<file path="src/cfgl_regs.vh">
`ifndef CFGL_REGS_VH
`define CFGL_REGS_VH
// ----------------------------------------
// Flash instructions and address
// ----------------------------------------
`define CFGL_CMD_WAKE 8'hAB
`define CFGL_CMD_FREAD 8'h0B
`define CFGL_START_ADDR 24'h000000
`define CFGL_DUMMY_BITS 6'h08
// ----------------------------------------
// Timing
// ----------------------------------------
`define CFGL_CLK_MHZ 100
`define CFGL_WAKE_US 30
`define CFGL_RST_LOW_NS 1000
`define CFGL_NS_PER_US 1000
// ----------------------------------------
// Modes and widths
// ----------------------------------------
`define CFGL_MODE_ACTIVE 2'h0
`define CFGL_MODE_PASSIVE 2'h1
`define CFGL_MODE_JTAG 2'h2
`define CFGL_W1 3'h0
`define CFGL_W2 3'h1
`define CFGL_W4 3'h2
`define CFGL_W8 3'h3
`define CFGL_W16 3'h4
`define CFGL_W32 3'h5
`endif

</file>
<file path="src/cfgl_loader.v">
// What this block does
// - Start flash load only on rising reset pin after minimum low time.
// - User logic released only after FRAME_WORDS words are counted and the buffer drains; passive and JTAG words that meet a full buffer are lost.
// - Active mode: device drives flash clock and runs the sequence.
// - Controller itself sends every instruction and address to the flash.
// - First instruction sent is release-from-power-down.
// - Wait at least 30 us after wake before fast read.
// - Fast read starts at address zero, read sequentially.
// - A complete load is also accepted through the JTAG port.
// - Mask memory option loads from on-chip memory, not flash.
// - Largest packages: no multi-image in active x1 mode.
`timescale 1ns/100ps
`include "cfgl_regs.vh"
module cfgl_loader #(
  parameter FRAME_WORDS = 16,
  parameter MASK_MEM_FITTED = 0,
  parameter BIG_PACKAGE = 0,
  parameter WAKE_CYCLES = `CFGL_WAKE_US * `CFGL_CLK_MHZ,
  parameter CLK_DIV = 4
) (
  input wire CLK_I,
  input wire SYS_RST_I,
  input wire CONFIG_RESET_LOW_I,
  input wire [1:0] MODE_I,
  input wire [2:0] WIDTH_I,
  input wire MULTI_IMAGE_I,
  output reg FL_SCK_O,
  output reg FL_CS_N_O,
  output reg [3:0] FL_IO_O,
  output reg [3:0] FL_IO_OE_O,
  input wire [3:0] FL_IO_I,
  input wire PS_CLK_I,
  input wire PS_EN_I,
  input wire [31:0] PS_DATA_I,
  input wire TCK_I,
  input wire TDI_I,
  input wire JTAG_LOAD_I,
  input wire [31:0] MASK_WORD_I,
  output reg [9:0] MASK_ADDR_O,
  output wire [31:0] CELL_DATA_O,
  output wire CELL_VALID_O,
  input wire CELL_READY_I,
  output reg USER_ENABLE_O,
  output reg MODE_ERROR_O
);
  localparam RST_LOW_CYC = (`CFGL_RST_LOW_NS * `CFGL_CLK_MHZ +
    `CFGL_NS_PER_US - 1) / `CFGL_NS_PER_US;
  localparam S_IDLE = 3'h0, S_WAKE = 3'h1, S_WAIT = 3'h2, S_CMD = 3'h3;
  localparam S_DATA = 3'h4, S_DONE = 3'h5, S_ERR = 3'h6;
  // ----------------------------------------
  // Pin sync: three stages, change on agree
  // ----------------------------------------
  reg [2:0] rstp_ff, psclk_ff, tck_ff;
  reg rstp_q_ff, psclk_q_ff, tck_q_ff;
  always @(posedge CLK_I) begin
    rstp_ff <= {rstp_ff[1:0], CONFIG_RESET_LOW_I};
    psclk_ff <= {psclk_ff[1:0], PS_CLK_I};
    tck_ff <= {tck_ff[1:0], TCK_I};
    if (rstp_ff[2] == rstp_ff[1]) rstp_q_ff <= rstp_ff[2];
    if (psclk_ff[2] == psclk_ff[1]) psclk_q_ff <= psclk_ff[2];
    if (tck_ff[2] == tck_ff[1]) tck_q_ff <= tck_ff[2];
  end
  wire ps_rise = (psclk_ff[2] == psclk_ff[1]) && psclk_ff[2] && !psclk_q_ff;
  wire tck_rise = (tck_ff[2] == tck_ff[1]) && tck_ff[2] && !tck_q_ff;
  wire rst_rise = (rstp_ff[2] == rstp_ff[1]) && rstp_ff[2] && !rstp_q_ff;
  // ----------------------------------------
  // Reset pin low-time qualifier
  // ----------------------------------------
  reg [15:0] low_cnt_ff;
  always @(posedge CLK_I) begin
    if (SYS_RST_I || rstp_q_ff) low_cnt_ff <= 16'h0000;
    else if (low_cnt_ff < RST_LOW_CYC) low_cnt_ff <= low_cnt_ff + 16'h0001;
  end
  wire start = rst_rise && (low_cnt_ff >= RST_LOW_CYC);
  // ----------------------------------------
  // Divider for flash clock enable
  // ----------------------------------------
  reg [7:0] div_ff;
  wire tick = (div_ff == CLK_DIV - 1);
  always @(posedge CLK_I) begin
    if (SYS_RST_I || tick) div_ff <= 8'h00;
    else div_ff <= div_ff + 8'h01;
  end
  // ----------------------------------------
  // Main sequencer
  // ----------------------------------------
  reg [2:0] st_ff;
  reg [1:0] mode_ff;
  reg [2:0] wsel_ff;
  reg [31:0] sh_ff;
  reg [5:0] bit_ff;
  reg [19:0] wait_ff;
  reg [31:0] acc_ff;
  reg [5:0] acc_n_ff;
  reg [15:0] words_ff;
  reg ph_ff;
  reg wr_ff;
  reg [31:0] wd_ff;
  wire fifo_rdy;
  wire [5:0] wbits = (wsel_ff == `CFGL_W1) ? 6'd1 :
    (wsel_ff == `CFGL_W2) ? 6'd2 : (wsel_ff == `CFGL_W4) ? 6'd4 :
    (wsel_ff == `CFGL_W8) ? 6'd8 : (wsel_ff == `CFGL_W16) ? 6'd16 : 6'd32;
  wire bad_w = (MODE_I == `CFGL_MODE_ACTIVE && WIDTH_I > `CFGL_W4) ||
    (MODE_I == `CFGL_MODE_JTAG && WIDTH_I != `CFGL_W1) ||
    (WIDTH_I > `CFGL_W32) || (MODE_I == 2'h3);
  wire bad_mi = BIG_PACKAGE && MULTI_IMAGE_I &&
    MODE_I == `CFGL_MODE_ACTIVE && WIDTH_I == `CFGL_W1;
  wire use_mask = (MASK_MEM_FITTED != 0) && MODE_I == `CFGL_MODE_ACTIVE;
  wire mask_run = (MASK_MEM_FITTED != 0) && mode_ff == `CFGL_MODE_ACTIVE;
  wire [31:0] wake_word = {`CFGL_CMD_WAKE, 24'h000000};
  wire [31:0] fread_word = {`CFGL_CMD_FREAD, `CFGL_START_ADDR};
  // Unit arrives from the selected source this cycle
  reg unit_ok;
  reg [31:0] unit_d;
  always @* begin
    unit_ok = 1'b0;
    unit_d = 32'h00000000;
    if (mode_ff == `CFGL_MODE_PASSIVE) begin
      unit_ok = ps_rise && PS_EN_I;
      unit_d = PS_DATA_I;
    end else if (mode_ff == `CFGL_MODE_JTAG) begin
      unit_ok = tck_rise && JTAG_LOAD_I;
      unit_d = {31'h0, TDI_I};
    end else begin
      unit_ok = tick && ph_ff;
      unit_d = {28'h0, FL_IO_I};
    end
  end
  wire [31:0] merged = (wbits == 6'd32) ? unit_d :
    ((acc_ff << wbits) | (unit_d & ((32'h1 << wbits) - 32'h1)));
  always @(posedge CLK_I) begin
    wr_ff <= 1'b0;
    if (SYS_RST_I) begin
      st_ff <= S_IDLE;
      FL_SCK_O <= 1'b0;
      FL_CS_N_O <= 1'b1;
      FL_IO_O <= 4'h0;
      FL_IO_OE_O <= 4'h0;
      USER_ENABLE_O <= 1'b0;
      MODE_ERROR_O <= 1'b0;
      MASK_ADDR_O <= 10'h000;
      mode_ff <= `CFGL_MODE_ACTIVE;
      wsel_ff <= `CFGL_W1;
      ph_ff <= 1'b0;
      sh_ff <= 32'h0;
      bit_ff <= 6'h0;
      wait_ff <= 20'h0;
      acc_ff <= 32'h0;
      acc_n_ff <= 6'h0;
      words_ff <= 16'h0;
      wd_ff <= 32'h0;
    end else begin
      if (start) begin
        // Memory cells lost: user logic held until reload completes
        USER_ENABLE_O <= 1'b0;
        MODE_ERROR_O <= 1'b0;
        mode_ff <= MODE_I;
        wsel_ff <= WIDTH_I;
        acc_ff <= 32'h0;
        acc_n_ff <= 6'h0;
        words_ff <= 16'h0;
        MASK_ADDR_O <= 10'h000;
        // Cut frame ends on a restart, except a new active flash load, which keeps select low
        FL_CS_N_O <= 1'b1;
        FL_SCK_O <= 1'b0;
        FL_IO_OE_O <= 4'h0;
        if (bad_w || bad_mi) begin
          st_ff <= S_ERR;
        end else if (use_mask) begin
          st_ff <= S_DATA;
        end else if (MODE_I == `CFGL_MODE_ACTIVE) begin
          FL_CS_N_O <= 1'b0;
          FL_IO_OE_O <= 4'h1;
          sh_ff <= wake_word;
          FL_IO_O <= {3'h0, wake_word[31]};
          bit_ff <= 6'd8;
          ph_ff <= 1'b0;
          st_ff <= S_WAKE;
        end else begin
          st_ff <= S_DATA;
        end
      end else begin
        case (st_ff)
          S_WAKE, S_CMD: begin
            if (tick) begin
              ph_ff <= !ph_ff;
              FL_SCK_O <= !ph_ff;
              if (ph_ff) begin
                // Next bit moves on the fall, so it is stable at the rise
                FL_IO_O <= {3'h0, sh_ff[30]};
                sh_ff <= {sh_ff[30:0], 1'b0};
                bit_ff <= bit_ff - 6'h01;
                if (bit_ff == 6'h01) begin
                  if (st_ff == S_WAKE) begin
                    FL_CS_N_O <= 1'b1;
                    FL_IO_OE_O <= 4'h0;
                    wait_ff <= 20'h0;
                    st_ff <= S_WAIT;
                  end else begin
                    // Dummy byte clocked as zeros, then turn bus round
                    FL_IO_OE_O <= 4'h0;
                    st_ff <= S_DATA;
                  end
                end
              end
            end
          end
          S_WAIT: begin
            wait_ff <= wait_ff + 20'h1;
            if (wait_ff >= WAKE_CYCLES - 1) begin
              FL_CS_N_O <= 1'b0;
              FL_IO_OE_O <= 4'h1;
              sh_ff <= fread_word;
              FL_IO_O <= {3'h0, fread_word[31]};
              bit_ff <= 6'd32 + `CFGL_DUMMY_BITS;
              ph_ff <= 1'b0;
              st_ff <= S_CMD;
            end
          end
          S_DATA: begin
            if (mask_run) begin
              // Every other cycle: full flag lags the pending write
              if (fifo_rdy && !wr_ff) begin
                wd_ff <= MASK_WORD_I;
                wr_ff <= 1'b1;
                MASK_ADDR_O <= MASK_ADDR_O + 10'h001;
                words_ff <= words_ff + 16'h1;
                if (words_ff == FRAME_WORDS - 1) st_ff <= S_DONE;
              end
            end else begin
              if (mode_ff == `CFGL_MODE_ACTIVE && tick &&
                  (ph_ff || fifo_rdy)) begin
                ph_ff <= !ph_ff;
                // No rise while the buffer is full, so no unit is lost
                FL_SCK_O <= !ph_ff;
              end
              if (unit_ok) begin
                if (acc_n_ff + wbits >= 6'd32) begin
                  wd_ff <= merged;
                  wr_ff <= 1'b1;
                  acc_n_ff <= 6'h0;
                  words_ff <= words_ff + 16'h1;
                  if (words_ff == FRAME_WORDS - 1) st_ff <= S_DONE;
                end else begin
                  acc_ff <= merged;
                  acc_n_ff <= acc_n_ff + wbits;
                end
              end
            end
          end
          S_DONE: begin
            FL_CS_N_O <= 1'b1;
            FL_SCK_O <= 1'b0;
            if (!CELL_VALID_O && !wr_ff) USER_ENABLE_O <= 1'b1;
            st_ff <= S_IDLE;
          end
          S_ERR: begin
            MODE_ERROR_O <= 1'b1;
            st_ff <= S_IDLE;
          end
          default: begin
            st_ff <= S_IDLE;
          end
        endcase
        if (st_ff == S_IDLE && !USER_ENABLE_O && words_ff == FRAME_WORDS &&
            !CELL_VALID_O) begin
          USER_ENABLE_O <= 1'b1;
        end
      end
    end
  end
  cfgl_fifo #(.WIDTH(32), .DEPTH(8), .AW(3)) u_fifo (
    .clk_i(CLK_I),
    .rst_i(SYS_RST_I),
    .wr_data_i(wd_ff),
    .wr_valid_i(wr_ff),
    .wr_ready_o(fifo_rdy),
    .rd_data_o(CELL_DATA_O),
    .rd_valid_o(CELL_VALID_O),
    .rd_ready_i(CELL_READY_I)
  );
endmodule

</file>
<file path="src/cfgl_fifo.v">
`timescale 1ns/100ps
module cfgl_fifo #(
  parameter WIDTH = 32,
  parameter DEPTH = 8,
  parameter AW = 3
) (
  input wire clk_i,
  input wire rst_i,
  input wire [WIDTH-1:0] wr_data_i,
  input wire wr_valid_i,
  output wire wr_ready_o,
  output wire [WIDTH-1:0] rd_data_o,
  output wire rd_valid_o,
  input wire rd_ready_i
);
  reg [WIDTH-1:0] mem [0:DEPTH-1];
  reg [AW:0] wp_ff;
  reg [AW:0] rp_ff;
  wire full = (wp_ff[AW] != rp_ff[AW]) && (wp_ff[AW-1:0] == rp_ff[AW-1:0]);
  wire empty = (wp_ff == rp_ff);
  assign wr_ready_o = !full;
  assign rd_valid_o = !empty;
  assign rd_data_o = mem[rp_ff[AW-1:0]];
  always @(posedge clk_i) begin
    if (wr_valid_i && !full) begin
      mem[wp_ff[AW-1:0]] <= wr_data_i;
    end
  end
  always @(posedge clk_i) begin
    if (rst_i) begin
      wp_ff <= {(AW+1){1'b0}};
      rp_ff <= {(AW+1){1'b0}};
    end else begin
      if (wr_valid_i && !full) begin
        wp_ff <= wp_ff + 1'b1;
      end
      if (rd_ready_i && !empty) begin
        rp_ff <= rp_ff + 1'b1;
      end
    end
  end
endmodule

</file>
<file path="config.mk">
export PLATFORM = sky130hd
export DESIGN_NAME = cfgl_loader
export DESIGN_NICKNAME = d
export VERILOG_FILES = /design/src/cfgl_loader.v /design/src/cfgl_fifo.v
export VERILOG_INCLUDE_DIRS = /design/src
export SDC_FILE = /design/constraint.sdc
export NUM_CORES = 1
export LEC_CHECK = 0
export BUFFER_PORTS_ARGS = -buffer_cell sky130_fd_sc_hd__buf_2
export CAP_MARGIN = 10
export CORE_ASPECT_RATIO = 1.4
export CORE_MARGIN = 2
export CORE_UTILIZATION = 40
export DETAILED_ROUTE_END_ITERATION = 10
export SKIP_CTS_REPAIR_TIMING = 1
export SYNTH_ARGS = -nofsm -noshare
export SYNTH_HDL_FRONTEND = slang
export SYNTH_HIERARCHICAL = 1
export SYNTH_SLANG_ARGS = --single-unit
</file>
<file path="constraint.sdc">
create_clock -name CLK_I -period 10.8 [get_ports CLK_I]
set_input_delay 1.62 -clock CLK_I [delete_from_list [all_inputs] [get_ports CLK_I]]
set_output_delay 1.62 -clock CLK_I [all_outputs]
set_load 0.02 [all_outputs]
</file>
==> flow_summary.toml <==
[run]
max_cap_violations = 0

[synthesis]
yosys_warnings = 6
netlist.area_leader.share_pct = 40.0
yosys-top-cells-area = "edfxtp_1 40%, dfxtp_1 18%, mux4_2 8.7%, nor2_1 3.0%, mux2_2 2.7%"
post_synth.cell_area_avg_um2 = 13.1
synthArstFlopShare_pct = 0
yosysSeqAreaShare_pct = 58.4
synth_cells = 1489
synth_edf_count = 259
synth_cell_types = 86
ys_ff_latch = 438
ys.flop_type = "edfxtp_1"
syn_area_mm2 = 0.0195
yosysTopAreaCell = "edfxtp_1"

[power_and_ir_drop]
power.share.clock_pct = 39.8
pwr-share-seq_pct = 49.6
power_density_mw_per_mm2 = 168
p_int_mw = 2.75
power.total_mw = 3.66
swShare_pct = 24.8
ir_worst_vdd_v = 0.000110
p_sw_mw = 0.906
power_frac_comb_pct = 10.6
p_leak_nw = 7.58

[layout]
final_nets = 1652
utilization_pct = 45.3
drive_gt1_share_pct = 22.9
layout_common_cells = "259 x edfxtp_1, 174 x dfxtp_1, 157 x nor2_1"
finish.instance_area_mm2 = 0.0218
mostFrequentLayoutCell = "edfxtp_1"
area_delta_synth_final_pct = 11.9
fin_cells = 2215

[grt]
first_global_vias = 12000
grt_usage_pct = 17.6
antenna_found_initial = 0
grt_pass1_wl_um = 69100
grt_max_degree = 65
grt_overflow = 0

[floorplan]
boundaryPins = 138
core-area_mm2 = 0.0480
die_w_um = 190
die-area_mm2 = 0.0504
row_count = 95
die_height_um = 265
start_util_pct = 40.5

[place]
place_congestion = 0.856
dp_cells = 2135
place_hpwl_um = 27700
place_ws_ns = 6.49
dpl_cell_area_mm2 = 0.0204
port_buffers = 88

[critical_path]
rrSetupSlack_ns = 6.98
rr_startpoint = "wsel_ff[1]"
arrival_ns = 3.14
cp_data_required_time_ns = 9.18
cp-end-kind = "primary output"
start_kind = "flip-flop"
crit_type = "reg -> out"
critPathMaxFanout = 39

[route]
vias = 12200
drc = 0
wl_per_cell_um = 20.2
drt_wl_total_um = 44700
ant_nets = 0
drtIter0Drc = 900
dr.pass1.iters = 5
viasPerCell = 5.49

[timing]
fin_crit_sh_pct = 44.1
finalHoldViolations = 0
fin_skew_ns = 0.0294
worst_hold_slack_ns = 0.327
relSlewSlack_pct = 23.9
fin_setup_tns_ns = 0
finalMaxSlewViolations = 0
worstMarginPinSlew_ns = 1.14
fmax_mhz = 210
setup_violations = 0
period_minus_slack_ns = 4.76
rsz0062_at_grt = "false"
setup_ws_ns = 6.04

[clocking]
ctsHtreeMaxLevel = 2
cts_tree = "built"
clkSinkCount = 438
clk_pin_slew_worst_paths_ns = 0.06
cts_buffer_depth = 3
cts_buffers = 43
worstSkewPairLatency_ns = 0.56
cts_root_buf = "clkbuf_16"

[min_path]
min_from = "rstp_ff[0]"
hold_class = "reg -> reg"

[run_status]
outcome = "finished clean"
==> kinds of logic after synthesis <==
kind of cell / Yosys count / share of synthesized area [%]
xor+xnor: 54 / 2.47
other cells: 1 / 0.0193
mux: 169 / 13.8
simple gates: 432 / 11.5
flops: 438 / 58.4
buf+inv: 135 / 3.55
compound gates: 241 / 8.92
fa+ha+maj: 19 / 1.26
==> synthesized netlist by cell type (6+ instances only) <==
cell type,instances
edfxtp_1,259
dfxtp_1,179
nor2_1,158
mux4_2,75
nor3_1,56
a21oi_1,54
mux2_2,47
nand2_1,46
mux2i_1,44
clkbuf_1,42
o21ai_0,39
xnor2_1,32
nand3_1,30
inv_1,28
a211oi_1,26
a22oi_1,23
buf_2,23
xor2_1,21
nor2b_1,19
ha_1,18
a211oi_2,17
and2_1,17
buf_4,17
nand4_1,16
buf_1,12
buf_6,12
and3_1,11
nand2b_1,11
or3_1,11
nor2_2,10
nor4_1,10
o211ai_1,9
a21o_1,8
a221oi_1,7
nor3b_1,6
o22ai_1,6
==> critical path, cell delays in order (launching register included) <==
cell,delay [ns]
dfxtp_4,0.72
buf_4,0.74
mux4_2,0.60
mux2_2,0.30
buf_2,0.16
==> worst paths after layout <==
path / to / depth (start not counted)
max: CELL_DATA_O[21] / 4
min: rstp_ff[1] / 0
max reg2reg: wd_ff[29] / 11
min reg2reg: rstp_ff[1] / 0
==> per-layer routing <==
layer,track usage [%],wire length [um],vias up
li1,-,-,5722
met1,22.3,18900,6071
met2,30.7,22500,289
met3,2.44,1920,72
met4,6.14,1360,0
met5,0,0,-
==> layout make-up <==
type | count | area, um2
Antenna cell | 1 | 2.50
Clock buffer | 61 | 1240
Clock inverter | 18 | 138
Fill cell | 4341 | 26300
Inverter | 28 | 105
Multi-Input combinational cell | 931 | 7520
Sequential cell | 438 | 11400
Tap cell | 630 | 788
Timing Repair Buffer | 108 | 593
==> sequential cells by signal, summed over array words and instances (netlist names), 4 cells and up, named ones only <==
register	count
words_ff	16
bit_ff	6
acc_n_ff	6
u_fifo/wp_ff	4
wd_ff	32
u_fifo/rp_ff	4
low_cnt_ff	16
wait_ff	20
u_fifo/mem	256
acc_ff	32
div_ff	8
sh_ff	7
==> power groups by stage <==
stage               Combinational (mW)  Sequential, mW  Clock (mW)
detailed placement               0.388            1.85           0
global placement                 0.384            1.85           0
CTS                              0.390            1.82        1.50
floorplan                        0.329            1.82           0
global route                     0.431            1.82        1.56
finish                           0.387            1.82        1.46
No activity file was read; power rests on OpenSTA's default activity.
